==> config.mk <==
export PLATFORM = sky130hd
export DESIGN_NAME = rrts_reset_release
export DESIGN_NICKNAME = d
export VERILOG_FILES = /design/src/rtl/rrts_pkg.sv /design/src/rtl/rrts_reset_release.sv
export VERILOG_INCLUDE_DIRS = /design/src /design/src/rtl
export SDC_FILE = /design/constraint.sdc
export NUM_CORES = 1
export LEC_CHECK = 0
export BUFFER_PORTS_ARGS = -buffer_cell sky130_fd_sc_hd__buf_2
export CORE_MARGIN = 4
export CORE_UTILIZATION = 57
export DETAILED_ROUTE_END_ITERATION = 16
export GPL_TIMING_DRIVEN = 0
export PLACE_DENSITY = 0.88
export RECOVER_POWER = 25
export SLEW_MARGIN = 15
export SYNTH_ARGS = -nofsm -noshare
export SYNTH_HDL_FRONTEND = slang
export SYNTH_SLANG_ARGS = --single-unit
export TNS_END_PERCENT = 5
==> constraint.sdc <==
create_clock -name clk -period 3.9 [get_ports clk]
set_clock_uncertainty 0.1 [all_clocks]
set_input_delay 0.78 -clock clk [delete_from_list [all_inputs] [get_ports clk]]
set_output_delay 0.78 -clock clk [all_outputs]
set_load 0.01 [all_outputs]
==> src/rtl/rrts_defs.svh <==
// timing counts, widths and reset values of the reset release block
// assumes a single 50 MHz system clock
`ifndef RRTS_DEFS_SVH
`define RRTS_DEFS_SVH

`define RRTS_CLK_PERIOD_NS   20
`define RRTS_SAMPLE_TIME_NS  1500
`define RRTS_SAMPLE_CYCLES   ((`RRTS_SAMPLE_TIME_NS + `RRTS_CLK_PERIOD_NS - 1) / `RRTS_CLK_PERIOD_NS)
`define RRTS_TP_WIDTH        8
`define RRTS_CNT_WIDTH       7
`define RRTS_TP_RESET        8'h00
`define RRTS_ST_HOLD         3'h1
`define RRTS_ST_WAIT         3'h2
`define RRTS_ST_RUN          3'h4

`endif

==> src/rtl/rrts_pkg.sv <==
// types of the reset release block
// assumes rrts_defs.svh on the include path
`include "rrts_defs.svh"
`default_nettype none

package rrts_pkg;
   typedef enum logic [2:0] {
      RRTS_HOLD = `RRTS_ST_HOLD,
      RRTS_WAIT = `RRTS_ST_WAIT,
      RRTS_RUN  = `RRTS_ST_RUN
   } rrts_state_t;
endpackage

`default_nettype wire

==> src/rtl/rrts_reset_release.sv <==
// power-on reset release, strap sampling and test-point pin control
// assumes pins are asynchronous to clk and testObs comes from clk logic
//
// Operation
// rising edge on power-on reset pin starts self-configuration
// reset source holds pin low until supplies and clocks are stable
// while reset pin is low no output is in its active state
// all eight test-point pins tristated while reset pin is low
// about 1.5 us after release, test points sampled as test-mode strap
// after sampling, test-point pins are driven as outputs
// weak pull-down; a pin sampled high selects a test mode
// board holds test-port reset low in normal operation
// reset release synchronised to clk; strap delay counted on clk
`include "rrts_defs.svh"
`default_nettype none

module rrts_reset_release
   import rrts_pkg::*;
#(
   parameter int                    TP_W          = `RRTS_TP_WIDTH,
   parameter int                    CNT_W         = `RRTS_CNT_WIDTH,
   parameter logic [CNT_W-1:0]      SAMPLE_CYCLES = CNT_W'(`RRTS_SAMPLE_CYCLES)
) (
   input  wire logic                clk,
   input  wire logic                rst,
   input  wire logic                powerOnResetN,
   input  wire logic                testPortResetN,
   input  wire logic [TP_W-1:0]     testPointIn,
   input  wire logic [TP_W-1:0]     testObs,
   output logic      [TP_W-1:0]     testPointOut,
   output logic      [TP_W-1:0]     testPointOe,
   output logic                     configStart,
   output logic                     configBusy,
   output logic      [TP_W-1:0]     testModeSel,
   output logic                     testModeActive,
   output logic                     testPortAlarm
);

   // ----------------------------------------------------------------
   // pin synchronisers
   // ----------------------------------------------------------------
   logic              porSync1_reg;
   logic              porSync2_reg;
   logic              porSync3_reg;
   logic              porLevel_reg;
   logic              tprSync1_reg;
   logic              tprSync2_reg;
   logic              tprSync3_reg;
   logic              tprLevel_reg;
   logic [TP_W-1:0]   tpSync1_reg;
   logic [TP_W-1:0]   tpSync2_reg;
   logic [TP_W-1:0]   tpSync3_reg;
   logic              porRise;

   // synchronised release
   always_ff @(posedge clk) begin
      if (rst) begin
         porSync1_reg <= 1'b0;
         porSync2_reg <= 1'b0;
         porSync3_reg <= 1'b0;
         porLevel_reg <= 1'b0;
      end else begin
         porSync1_reg <= powerOnResetN;
         porSync2_reg <= porSync1_reg;
         porSync3_reg <= porSync2_reg;
         if (porSync2_reg == porSync3_reg) begin
            porLevel_reg <= porSync3_reg;
         end
      end
   end

   always_ff @(posedge clk) begin
      if (rst) begin
         tprSync1_reg <= 1'b0;
         tprSync2_reg <= 1'b0;
         tprSync3_reg <= 1'b0;
         tprLevel_reg <= 1'b0;
         tpSync1_reg  <= `RRTS_TP_RESET;
         tpSync2_reg  <= `RRTS_TP_RESET;
         tpSync3_reg  <= `RRTS_TP_RESET;
      end else begin
         tprSync1_reg <= testPortResetN;
         tprSync2_reg <= tprSync1_reg;
         tprSync3_reg <= tprSync2_reg;
         if (tprSync2_reg == tprSync3_reg) begin
            tprLevel_reg <= tprSync3_reg;
         end
         tpSync1_reg <= testPointIn;
         tpSync2_reg <= tpSync1_reg;
         tpSync3_reg <= tpSync2_reg;
      end
   end

   // release edge
   assign porRise = !porLevel_reg && porSync2_reg && porSync3_reg;

   // ----------------------------------------------------------------
   // sequencer
   // ----------------------------------------------------------------
   rrts_state_t       state_reg;
   logic [CNT_W-1:0]  count_reg;

   always_ff @(posedge clk) begin
      if (rst) begin
         state_reg      <= RRTS_HOLD;
         count_reg      <= '0;
         configStart    <= 1'b0;
         configBusy     <= 1'b0;
         testModeSel    <= `RRTS_TP_RESET;
         testModeActive <= 1'b0;
         testPointOe    <= `RRTS_TP_RESET;
         testPointOut   <= `RRTS_TP_RESET;
      end else begin
         configStart <= 1'b0;
         unique case (state_reg)
            RRTS_HOLD: begin
               // pins released
               testPointOe    <= `RRTS_TP_RESET;
               testPointOut   <= `RRTS_TP_RESET;
               // outputs quiet
               testModeSel    <= `RRTS_TP_RESET;
               testModeActive <= 1'b0;
               configBusy     <= 1'b0;
               count_reg      <= '0;
               // start configuration
               if (porRise) begin
                  state_reg   <= RRTS_WAIT;
                  configStart <= 1'b1;
                  configBusy  <= 1'b1;
               end
            end
            RRTS_WAIT: begin
               if (!porLevel_reg) begin
                  state_reg  <= RRTS_HOLD;
                  configBusy <= 1'b0;
               // strap sample point
               end else if (count_reg == SAMPLE_CYCLES - CNT_W'(1)) begin
                  state_reg      <= RRTS_RUN;
                  configBusy     <= 1'b0;
                  testModeSel    <= tpSync3_reg;
                  // high strap selects test mode
                  testModeActive <= |tpSync3_reg;
                  // turn pins to outputs
                  testPointOe    <= '1;
                  testPointOut   <= testObs;
               end else begin
                  count_reg <= count_reg + CNT_W'(1);
               end
            end
            RRTS_RUN: begin
               if (!porLevel_reg) begin
                  state_reg      <= RRTS_HOLD;
                  testPointOe    <= `RRTS_TP_RESET;
                  testPointOut   <= `RRTS_TP_RESET;
                  testModeSel    <= `RRTS_TP_RESET;
                  testModeActive <= 1'b0;
               end else begin
                  // drive test outputs
                  testPointOut <= testObs;
               end
            end
         endcase
      end
   end

   // flag test-port reset left high
   always_ff @(posedge clk) begin
      if (rst) begin
         testPortAlarm <= 1'b0;
      end else begin
         testPortAlarm <= porLevel_reg && tprLevel_reg;
      end
   end

   // ----------------------------------------------------------------
   // assertions
   // ----------------------------------------------------------------
   property p_start_on_rise;
      @(posedge clk) disable iff (rst)
      (state_reg == RRTS_HOLD && porRise) |=> configStart && state_reg == RRTS_WAIT;
   endproperty
   a_start_on_rise: assert property (p_start_on_rise)
      else $error("configuration did not start on reset release");

   property p_start_single;
      @(posedge clk) disable iff (rst)
      configStart |=> !configStart [*2];
   endproperty
   a_start_single: assert property (p_start_single)
      else $error("configuration start longer than one cycle");

   property p_quiet_in_reset;
      @(posedge clk) disable iff (rst)
      (!porLevel_reg && !$past(porLevel_reg)) |->
         !testModeActive && testModeSel == '0 && !testPortAlarm && !configStart;
   endproperty
   a_quiet_in_reset: assert property (p_quiet_in_reset)
      else $error("output active while reset pin low");

   property p_tristate;
      @(posedge clk) disable iff (rst)
      (state_reg != RRTS_RUN) |-> testPointOe == '0;
   endproperty
   a_tristate: assert property (p_tristate)
      else $error("test points driven before sampling");

   property p_sample_delay;
      @(posedge clk) disable iff (rst)
      $rose(state_reg == RRTS_RUN) |->
         $past(count_reg) == SAMPLE_CYCLES - CNT_W'(1) && $past(state_reg) == RRTS_WAIT;
   endproperty
   a_sample_delay: assert property (p_sample_delay)
      else $error("strap sampled at wrong delay");

   property p_strap_latched;
      @(posedge clk) disable iff (rst)
      $rose(state_reg == RRTS_RUN) |-> testModeSel == $past(tpSync3_reg);
   endproperty
   a_strap_latched: assert property (p_strap_latched)
      else $error("strap value not captured");

   property p_drive_after;
      @(posedge clk) disable iff (rst)
      (state_reg == RRTS_RUN) |-> testPointOe == '1;
   endproperty
   a_drive_after: assert property (p_drive_after)
      else $error("test points not driven after sampling");

   property p_out_follows;
      @(posedge clk) disable iff (rst)
      (state_reg == RRTS_RUN && $past(state_reg) == RRTS_RUN && $past(porLevel_reg))
         |-> testPointOut == $past(testObs);
   endproperty
   a_out_follows: assert property (p_out_follows)
      else $error("test point output does not follow observation data");

   property p_mode_flag;
      @(posedge clk) disable iff (rst)
      testModeActive == (testModeSel != '0);
   endproperty
   a_mode_flag: assert property (p_mode_flag)
      else $error("test mode flag disagrees with strap");

   property p_sync_release;
      @(posedge clk) disable iff (rst)
      $rose(porLevel_reg) |-> $past(porSync2_reg) && $past(porSync3_reg);
   endproperty
   a_sync_release: assert property (p_sync_release)
      else $error("release taken without filter agreement");

   property p_alarm;
      @(posedge clk) disable iff (rst)
      (porLevel_reg && tprLevel_reg) |=> testPortAlarm;
   endproperty
   a_alarm: assert property (p_alarm)
      else $error("test-port reset high not flagged");

   c_reach_run: cover property (@(posedge clk) disable iff (rst)
      $rose(state_reg == RRTS_RUN));
   c_test_mode: cover property (@(posedge clk) disable iff (rst) $rose(testModeActive));
   c_abort_wait: cover property (@(posedge clk) disable iff (rst)
      state_reg == RRTS_WAIT && !porLevel_reg);
   c_alarm: cover property (@(posedge clk) disable iff (rst) $rose(testPortAlarm));

endmodule // rrts_reset_release

`default_nettype wire

# Word level (Yosys, flattened, before mapping)
# Cells that the tools add are included.
[totals]
register_bits = 70
latchBits = 0
ramBits = 0
mem_bits_ro = 0
inputBits = 20
output_inout_bits = 28
wordCells = 73
mem_count = 0
[classes]
n_addsub = 1
mul = 0
n_div = 0
order_cmp = 0
eq_ne = 12
shift = 0
mux = 27
bitwise_logic = 1
reduce_logical = 12
[ops]
columns = ["cell", "n"]
rows = [
  ["8-bit case mux with 3 select lines", 3],
  ["8-bit two-way mux", 8],
  ["7-bit two-way mux", 2],
  ["7-bit case mux with 2 select lines", 1],
  ["3-bit two-way mux", 4],
  ["2-bit inequality test, second input constant", 5],
  ["3-bit case mux with 3 select lines", 1],
  ["3-bit AND reduction", 3],
  ["8-bit OR reduction", 1],
  ["7-bit by 1-bit adder with 7-bit output, second input constant", 1],
  ["7-bit == test, second input constant", 1],
  ["1-bit two-way mux", 6],
  ["2-bit AND reduction", 2],
  ["3-bit by 1-bit == test with 1-bit output, second input constant", 1],
  ["3-bit by 2-bit == test with 1-bit output, second input constant", 1],
  ["3-bit == test, second input constant", 1],
  ["1-bit logical AND", 3],
  ["3-bit inequality test, second input constant", 1],
  ["1-bit case mux with 3 select lines", 1],
  ["1-bit == test", 2],
  ["1-bit case mux with 2 select lines", 1],
  ["2-bit nonzero test", 1],
  ["2-bit OR reduction", 1],
  ["1-bit zero test", 1],
  ["1-bit NOT", 1],
]

# Depth between registers and ports, before layout
# Gate-level depths: netlist (run 1).
[logic_depth]
depth_word = 5
depth_mapped = 7
mapped_depth_nobuf = 6

# Least setup slack after synthesis (run 1)
# No wires, ideal clock.
[synth_timing]
path_type = "input to register"
from = "input port rst"
to = "register testModeSel[0]"
setup_time_ns = 0.059
t_arrival_ns = 1.881
required_time_ns = 3.741
setup_slack_ns = 1.860
cell_stages = 5
n_path_buf = 1
path_cell_list = "clkbuf_1 -> nor2_1 -> nand2_1 -> o22ai_1 -> a22o_1"
[synth_lines]
columns = ["item", "line_no", "text"]
rows = [
  ["from (decl)", "rrts_reset_release.sv:25", "input wire logic rst,"],
  ["to (signal assigned)", "rrts_reset_release.sv:109", "testModeSel <= `RRTS_TP_RESET;"],
  ["to (signal assigned)", "rrts_reset_release.sv:121", "testModeSel <= `RRTS_TP_RESET;"],
  ["to (signal assigned)", "rrts_reset_release.sv:140", "testModeSel <= tpSync3_reg;"],
  ["to (decl)", "rrts_reset_release.sv:34", "output logic [TP_W-1:0] testModeSel,"],
]

==> qor.yml, run 1 <==
cts:
  cts_tree: "done"
  cts_buffer_depth: 2
  hold_buffers: 0
  ctsResizeCount: 0
  cts_root_buf: "clkbuf_8"
  post_cts_buffers: 0
  insertion_delay_ps: 330
  cts.sinks: 63
  clk_pin_slew_ps: 60
  h-tree-depth: 3
  cts_buffers: 9
detailed_routing:
  drc: 0
  drt_iter0_markers: 96
  wl_per_cell_um: 12.7
  dr.pass1.iters: 5
  dr_total_vias: 1687
  vias_per_cell: 5.26
  drt_wl_total_um: 4080
  ant_nets: 0
flow_run:
  cap_violations: 0
die:
  die-height_um: 70.3
  io_pins: 48
  core_mm2: 0.00372
  die_area_mm2: 0.00494
  start_util: 0.595
  die_w_um: 70.3
  num_rows: 22
cells_and_area:
  mostFrequentLayoutCell: "dfxtp_1"
  fillers: 274
  fin_area_mm2: 0.00272
  final_util: 0.733
  insertedDiodeCount: 0
  fin_cells: 321
  layout_common_cells: "63 x dfxtp_1, 47 x buf_2, 31 x nor2b_1"
  fin_nets: 290
  drive_above_1_share: 0.293
  area_growth_pct: 23.2
yosys:
  ys_warn_count: 0
  synth-edff-count: 0
  synthCells: 211
  postSynthNetCount: 233
  synth_async_sr_flop_share: 0
  synth_area_per_cell_um2: 10.5
  ys_ff_latch: 63
  synth_cell_types: 40
  synth_flop_cell: "dfxtp_1"
  ys_seq_area_frac: 0.570
  synth_area_mm2: 0.00221
sta:
  worstMarginPinSlew_ps: 743
  slew_headroom: 0.505
  hold_viol: 0
  fin_crit_sh: 0.562
  min_period_ps: 2190
  report.final.slew_viol_count: 0
  fmax_mhz: 456
  grt_setup_unrepaired: "no"
  setup_ws_ps: 1710
  setup_viol: 0
  tns_ps: 0
global_route:
  grt_first_pass_wirelength_um: 6980
  grt_overflow: 0
  grt_pass1_vias: 1548
  grt_max_degree: 12
  antenna_found_initial: 0
  grtUsageTotal: 0.182
min_path:
  holdCritPathClass: "register to register"
  min-delay-start: "tpSync1_reg[0]$_SDFF_PP0_"
  min_to: "tpSync2_reg[0]$_SDFF_PP0_"
  hold_depth: 1
setup_path:
  crit_type: "input port to register"
  slowest_stage: "o22ai_1"
  r2r_cells: 5
  worst_ep_arrival_time_ps: 2370
  crit_chain: "clkbuf_1, nor2_1, nand2_1, o22ai_1, a22o_1"
  crit-reg2reg-capture: "testModeSel[7]$_SDFFE_PP0P_"
  rrSetupSlack_ps: 1810
  cp_max_fo: 10
  crit_family: "compound AO/OA/AOI/OAI gates"
  crit_buf_inv: 1
  startpoint_type: "input port"
  setup.worst_path.end_class: "register"
  cpPeakStageDelay_ps: 620
  worstPathRequired_ps: 4080
  r2r_start: "count_reg[2]$_SDFFE_PP0P_"
placement:
  dp_cells: 305
  placed_area_mm2: 0.00250
  dp_hpwl_um: 2770
  io_buffers: 46
  gp_congestion: 0.826
  pre_cts_slack_ps: 1530
pwr:
  ir_drop_mv: 0.341
  static-leakage-power_nw: 1.16
  p_per_area_mw_per_mm2: 492
run_status:
  status: "finished, final reports clean"
-- worst register-to-register path, stage by stage, from the launching register on --
cell and delay (ps):
dfxtp_1 350, or4b_1 510, buf_2 170, nor3_1 240
o22ai_1 300, a22o_1 320
-- synth_stat cells (2+ instances only) --
library cell  number  area share
clkbuf_1           5      0.0085
xor2_1             2      0.0079
dfxtp_1           63        0.57
nor3_1             4      0.0091
nand2b_1           2      0.0057
nor2_1            15       0.025
o211ai_1           2      0.0068
a21oi_1            9       0.020
and3_2             2      0.0068
nor4_1             2      0.0057
mux2i_1            8       0.036
buf_4              8       0.027
a22o_1             8       0.032
inv_1              6       0.010
nand4_1            2      0.0057
o21ai_0            3      0.0068
nor2b_1           31       0.088
o22ai_1            2      0.0057
nand3_1            7       0.016
nand2_1            9       0.015
ha_1               2       0.011
-- through the flow --
stage	power, W	hold slack [ps]
4_1_cts	0.00135	339
2_1_floorplan	0.000716	314
3_5_place_dp	0.000735	324
6_report	0.00134	336
5_1_grt	0.00139	358
3_3_place_gp	0.000732	316
-- where the power goes --
part	internal [W]	switching [W]
logic	0.0000259	0.0000294
clock network	0.000377	0.000241
registers	0.000659	0.00000722
-- kinds of logic after synthesis --
kind of cell / synth area share
and+or+nand+nor: 0.213
DFF: 0.570
AOI/OAI and AO/OA: 0.108
buffers and inverters: 0.0481
muxes: 0.0413
xor gates and xnor gates: 0.00792
adders and majority gates: 0.0113
-- routing by layer --
metal / wire [µm] / track usage / part of all wire
met1: 1720 / 0.213 / 0.42
met2: 1920 / 0.282 / 0.47
met3: 348 / 0.0676 / 0.085
met4: 97 / 0.111 / 0.024
met5: 0 / 0 / 0
-- how the worst max path moves through the flow --
stage,from,to,slack [ps],depth (start not counted)
final,rst,testModeSel[7]$_SDFFE_PP0P_,1710,5
after global routing,rst,testModeSel[1]$_SDFFE_PP0P_,1620,5
after CTS,rst,testModeSel[7]$_SDFFE_PP0P_,1760,5
after detailed placement,rst,testModeSel[4]$_SDFFE_PP0P_,1530,5
after global placement,rst,testModeSel[7]$_SDFFE_PP0P_,1550,5
after floorplan,rst,testModeSel[0]$_SDFFE_PP0P_,1860,5
-- final cells by class --
| cell class | instances | area (µm²) | area share |
|---|---|---|---|
| buffer | 14 | 83.8 | 0.0308 |
| inverter | 6 | 22.5 | 0.00827 |
| tap | 48 | 60.1 | 0.0220 |
| multi-input combinational | 128 | 843 | 0.310 |
| timing repair buffer | 46 | 230 | 0.0845 |
| clock buffer | 11 | 141 | 0.0519 |
| sequential | 63 | 1260 | 0.463 |
| clock inverter | 5 | 81.3 | 0.0299 |
Note: power is estimated with default switching activity, not from simulation.
==> run 2, diff against run 1 <==
--- a/config.mk
+++ b/config.mk
@@ -8,10 +8,10 @@
 export LEC_CHECK = 0
 export BUFFER_PORTS_ARGS = -buffer_cell sky130_fd_sc_hd__buf_2
 export CORE_MARGIN = 4
-export CORE_UTILIZATION = 57
+export CORE_UTILIZATION = 52
 export DETAILED_ROUTE_END_ITERATION = 16
 export GPL_TIMING_DRIVEN = 0
-export PLACE_DENSITY = 0.88
+export PLACE_DENSITY = 0.82
 export RECOVER_POWER = 25
 export SLEW_MARGIN = 15
 export SYNTH_ARGS = -nofsm -noshare
==> constraint.sdc (replaced) <==
create_clock -name clk -period 2.05 [get_ports clk]
set_clock_uncertainty 0.1 [all_clocks]
set_input_delay 0.41 -clock clk [delete_from_list [all_inputs] [get_ports clk]]
set_output_delay 0.41 -clock clk [all_outputs]
set_load 0.01 [all_outputs]
==> run 2 against run 1 <==
Against the previous run:
- combinational power up 88%
- largest cell class unchanged
- clock-buffer cell count is 2 lower
- die area is 8.5% higher
- design area is 0.23% lower
- register-to-register slack worse by 1700 ps
- worst setup slack lost 1600 ps
- sequential cell count stayed put
- sequential power increased by 91%
- via count down 2.3%
- first-iteration DRC count up 21%
==> qor.yml, run 2 (same netlist as run 1, synthesis figures left out) <==
global_route:
  antenna_found_initial: 0  # unchanged
  grt_first_pass_wirelength_um: 6570  # -5.9%
  grtUsageTotal: 0.164  # -0.0181
  grt_pass1_vias: 1538  # -0.65%
  grt_overflow: 0  # unchanged
  grt_max_degree: 13  # +1
die:
  die-height_um: 73.2  # +4.2%
  core_mm2: 0.00406  # +9.2%
  io_pins: 48  # unchanged
  die_w_um: 73.2  # +4.2%
  die_area_mm2: 0.00536  # +8.5%
  num_rows: 23  # +4.5%
  start_util: 0.545  # -0.0501
cts:
  hold_buffers: 0  # unchanged
  cts_buffers: 9  # unchanged
  clk_pin_slew_ps: 70  # about the same
  cts_buffer_depth: 2  # unchanged
  cts.sinks: 63  # unchanged
  cts_tree: "done"
  cts_root_buf: "clkbuf_8"
  insertion_delay_ps: 340  # about the same
  h-tree-depth: 3  # unchanged
setup_path:
  crit_family: "simple AND/OR/NAND/NOR gates"
  crit_buf_inv: 2  # +1
  worstPathRequired_ps: 2170  # -1910 ps
  cpPeakStageDelay_ps: 510  # -110 ps
  setup.worst_path.end_class: "register"
  slowest_stage: "or4b_1"
  worst_ep_arrival_time_ps: 2100  # -270 ps
  rrSetupSlack_ps: 80  # -1730 ps
  crit_chain: "or4b_1, buf_2, o311a_1, buf_4, mux2i_1, nor2_1"
  cp_max_fo: 8  # -2
  crit_type: "register to register"
  startpoint_type: "register"
cells_and_area:
  fin_cells: 323  # +0.62%
  layout_common_cells: "60 x dfxtp_1, 47 x buf_2, 31 x nor2b_1"
  fin_area_mm2: 0.00272  # -0.23%
  mostFrequentLayoutCell: "dfxtp_1"
  drive_above_1_share: 0.311  # +0.0183
  area_growth_pct: 22.9
  insertedDiodeCount: 0  # unchanged
  fillers: 315  # +15%
  fin_nets: 290  # unchanged
placement:
  gp_congestion: 0.840  # +1.7%
  io_buffers: 46  # unchanged
  placed_area_mm2: 0.00250  # about the same
  dp_hpwl_um: 2770  # about the same
  dp_cells: 307  # +0.66%
  pre_cts_slack_ps: 38.8  # -1490 ps
detailed_routing:
  ant_nets: 0  # unchanged
  dr_total_vias: 1648  # -2.3%
  drc: 0  # unchanged
  dr.pass1.iters: 4  # -1
  wl_per_cell_um: 12.2  # -4.0%
  drt_wl_total_um: 3940  # -3.4%
  drt_iter0_markers: 116  # +21%
  vias_per_cell: 5.10  # -2.9%
pwr:
  ir_drop_mv: 0.507  # +49%
  seqPwrFrac: 0.522  # +0.025
  comb_power_share: 0.043  # +0.002
  p_per_area_mw_per_mm2: 893  # +82%
  switching_share: 0.231  # +0.0243
  power_frac_clock: 0.435  # -0.026
  static-leakage-power_nw: 1.15  # -0.90%
  intPower_w: 0.00186  # +76%
  switchingPower_w: 0.000561  # +100%
sta:
  setup_viol: 0  # unchanged
  grt_setup_unrepaired: "yes"
  hold_viol: 0  # unchanged
  fmax_mhz: 506
  fin_crit_sh: 0.963
  tns_ps: 0  # unchanged
  report.final.slew_viol_count: 0  # unchanged
  worstMarginPinSlew_ps: 652  # -90.9 ps
  setup_ws_ps: 75.0  # -1630 ps
  min_period_ps: 1970
  slew_headroom: 0.564  # +0.0597
run_status:
  status: "finished, final reports clean"
min_path:
  holdCritPathClass: "input port to register"
flow_run:
  cap_violations: 0  # unchanged
run 2: final timing paths:
kind,startpoint,to,cells after the start
max,count_reg[2]$_SDFFE_PP0P_,testPointOut[2]$_SDFFE_PP0P_,6
min,testPointIn[6],tpSync1_reg[6]$_SDFF_PP0_,2
max reg2reg,count_reg[2]$_SDFFE_PP0P_,testPointOut[2]$_SDFFE_PP0P_,6
min reg2reg,tpSync1_reg[1]$_SDFF_PP0_,tpSync2_reg[1]$_SDFF_PP0_,1
run 2: what timing repair did:
item                       in CTS  in global routing
hold endpoints to repair        0                  0
setup endpoints to repair       0                 11
gates resized for setup         0                  5
setup buffers                   0                  0
run 2: layout make-up:
cell class,count,area [µm²],share of cell area
plain buffers,14,83.8,0.0308
well taps,50,62.6,0.0230
clock inverters,7,72.6,0.0267
flip-flops and latches,63,1260,0.465
inverters,6,22.5,0.00829
repair buffers,46,230,0.0847
multi-input cells,128,857,0.315
clock buffers,9,124,0.0456
run 2: stage by stage:
step           power (W)  hold slack [ps]  utilization
2_1_floorplan    0.00136              314            -
3_3_place_gp     0.00139              316        0.617
3_5_place_dp     0.00140              320        0.617
4_1_cts          0.00244              165        0.665
5_1_grt          0.00251              164        0.670
6_report         0.00243              174        0.670
run 2: metal layers:
layer / part of all wire / global-route usage / wire length (µm) / vias to the layer above
li1: - / - / - / 832
met1: 0.42 / 0.177 / 1670 / 750
met2: 0.47 / 0.265 / 1850 / 56
met3: 0.079 / 0.0689 / 310 / 10
met4: 0.026 / 0.100 / 102 / 0
met5: 0 / 0 / 0 / -
run 2: power groups by stage:
stage	clock network (W)	logic (W)	registers, W
after floorplan	0	0.0000713	0.00129
after global placement	0	0.000101	0.00129
after detailed placement	0	0.000104	0.00129
after CTS	0.00107	0.000105	0.00127
after global routing	0.00113	0.000117	0.00127
final	0.00106	0.000104	0.00127
==> run 3, diff against run 2 <==
--- a/config.mk
+++ b/config.mk
@@ -6,13 +6,14 @@
 export SDC_FILE = /design/constraint.sdc
 export NUM_CORES = 1
 export LEC_CHECK = 0
-export BUFFER_PORTS_ARGS = -buffer_cell sky130_fd_sc_hd__buf_2
 export CORE_MARGIN = 4
-export CORE_UTILIZATION = 52
+export CORE_UTILIZATION = 60
 export DETAILED_ROUTE_END_ITERATION = 16
+export DONT_BUFFER_PORTS = 1
 export GPL_TIMING_DRIVEN = 0
-export PLACE_DENSITY = 0.82
+export PLACE_DENSITY = 0.81
 export RECOVER_POWER = 25
+export SKIP_CTS_REPAIR_TIMING = 1
 export SLEW_MARGIN = 15
 export SYNTH_ARGS = -nofsm -noshare
 export SYNTH_HDL_FRONTEND = slang
==> constraint.sdc (replaced) <==
create_clock -name clk -period 2.3 [get_ports clk]
set_clock_uncertainty 0.1 [all_clocks]
set_input_delay 0.46 -clock clk [delete_from_list [all_inputs] [get_ports clk]]
set_output_delay 0.46 -clock clk [all_outputs]
set_load 0.01 [all_outputs]
==> run 3 against run 2 <==
Against the previous run:
- global-route usage is 1.5 points higher
- non-clock buffer count is 46 lower
- worst hold slack worse by 19 ps
- worst setup slack better by 190 ps
- sequential cell count stayed put
- via count is 7.5% lower
- utilization is 5.0 points higher
- clock power is 9% lower
- cell count is 15% lower
- die area is 12% lower
- critical path depth is 1 lower
- total power is 10% lower
==> qor.yml, run 3 (same netlist as run 1, synthesis figures left out) <==
sta:
  tns_ps: 0  # unchanged
  setup_viol: 0  # unchanged
  fmax_mhz: 491  # -3.0%
  whs_ps: 154  # -19.3 ps
  fin_crit_sh: 0.885  # -0.0781
  min_period_ps: 2040  # +61.1 ps
  worstMarginPinSlew_ps: 738  # +85.7 ps
  slew_headroom: 0.507  # -0.0573
  hold_viol: 0  # unchanged
  report.final.slew_viol_count: 0  # unchanged
  grt_setup_unrepaired: "no"
die:
  start_util: 0.642  # +0.0974
  core_mm2: 0.00344  # -15%
  num_rows: 21  # -8.7%
  io_pins: 48  # unchanged
  die_area_mm2: 0.00472  # -12%
  die-height_um: 68.7  # -6.2%
  die_w_um: 68.7  # -6.2%
cts:
  insertion_delay_ps: 330  # about the same
  h-tree-depth: 3  # unchanged
  cts_tree: "done"
  clk_pin_slew_ps: 70  # about the same
  cts_buffer_depth: 2  # unchanged
  cts_root_buf: "clkbuf_8"
  cts_buffers: 9  # unchanged
  cts.sinks: 63  # unchanged
detailed_routing:
  drt_wl_total_um: 3870  # -1.8%
  dr_total_vias: 1524  # -7.5%
  vias_per_cell: 5.58  # +9.4%
  wl_per_cell_um: 14.2  # +16%
  dr.pass1.iters: 4  # unchanged
  drc: 0  # unchanged
  ant_nets: 0  # unchanged
  drt_iter0_markers: 87  # -25%
placement:
  dp_hpwl_um: 2710  # -2.2%
  gp_congestion: 0.800  # -4.7%
  io_buffers: 0  # -100%
pwr:
  p_per_area_mw_per_mm2: 878  # -1.7%
  ir_drop_mv: 0.816  # +61%
  static-leakage-power_nw: 0.921  # -20%
global_route:
  antenna_found_initial: 0  # unchanged
  grt_max_degree: 13  # unchanged
  grt_first_pass_wirelength_um: 6090  # -7.4%
  grt_pass1_vias: 1428  # -7.2%
  grtUsageTotal: 0.180  # +0.0155
  grt_overflow: 0  # unchanged
min_path:
  holdCritPathClass: "input port to register"
flow_run:
  cap_violations: 0  # unchanged
setup_path:
  startpoint_type: "register"
  crit_type: "register to register"
  worstPathRequired_ps: 2470  # +300 ps
  setup.worst_path.end_class: "register"
  cp_max_fo: 9  # +1
  worst_ep_arrival_time_ps: 2210  # +110 ps
cells_and_area:
  fillers: 256  # -19%
  multi_input_area_um2: 843  # -1.6%
  drive_above_1_share: 0.154  # -0.157
  layout_common_cells: "63 x dfxtp_1, 31 x nor2b_1, 15 x nor2_1"
  fin_nets: 244  # -16%
  area.sequential_mm2: 0.00126  # -0.30%
  insertedDiodeCount: 0  # unchanged
  mostFrequentLayoutCell: "dfxtp_1"
  area_growth_pct: 12.0
run_status:
  status: "finished, final reports clean"
-- run 3: cell count changes in the layout (fill, tap and decap cells not counted) --
cell and change:
clkinv_2 -2, buf_2 -46, o21ai_4 -1, clkinvlp_4 +1, o22ai_1 +1, dfxtp_1 +3
inv_6 -1, clkinv_4 +1, o22ai_2 -1, dfxtp_2 -3, clkbuf_8 +1, o21ai_2 +1
-- run 3: path summary, 6_finish.rpt --
| check | start | cells past startpoint | slack, ps | endpoint |
|---|---|---|---|---|
| setup reg to reg | count_reg[2]$_SDFFE_PP0P_ | 5 | 260 | count_reg[1]$_SDFFE_PP0P_ |
| hold reg to reg | tpSync1_reg[7]$_SDFF_PP0_ | 1 | 340 | tpSync2_reg[7]$_SDFF_PP0_ |
| setup / recovery | count_reg[2]$_SDFFE_PP0P_ | 5 | 260 | count_reg[1]$_SDFFE_PP0P_ |
| hold / removal | testPointIn[5] | 1 | 150 | tpSync1_reg[5]$_SDFF_PP0_ |
-- run 3: worst max-delay path: stages (launching register included) --
cell and delay [ps]:
dfxtp_1 360, or4b_1 510, buf_2 170, o21ai_2 370, mux2_2 380, nor2_1 80
-- run 3: stage by stage --
step | std cells | area [µm²] | utilization | setup slack [ps] | power, W
after global placement | 257 | 2270 | 0.659 | 344 | 0.00123
after CTS | 273 | 2480 | 0.719 | 284 | 0.00219
after global routing | 273 | 2480 | 0.719 | 135 | 0.00224
after floorplan | 211 | 2210 | - | 491 | 0.00121
final | 273 | 2480 | 0.719 | 264 | 0.00217
after detailed placement | 257 | 2270 | 0.659 | 256 | 0.00123
-- run 3: where the power goes --
group          internal (W)  switching [W]
sequential          0.00112      0.0000127
combinational     0.0000331      0.0000456
clock              0.000533       0.000433
-- run 3: layout make-up --
cell class,instances,area share
multi-input cells,128,0.341
flip-flops and latches,63,0.509
plain buffers,14,0.0339
well taps,46,0.0232
clock inverters,6,0.0283
inverters,6,0.00910
clock buffers,10,0.0556
-- run 3: metal layers --
layer	global-route usage	up-vias	part of all wire
met5	0	-	0
li1	-	741	-
met1	0.182	713	0.38
met3	0.0600	8	0.086
met2	0.319	62	0.51
met4	0.102	0	0.022
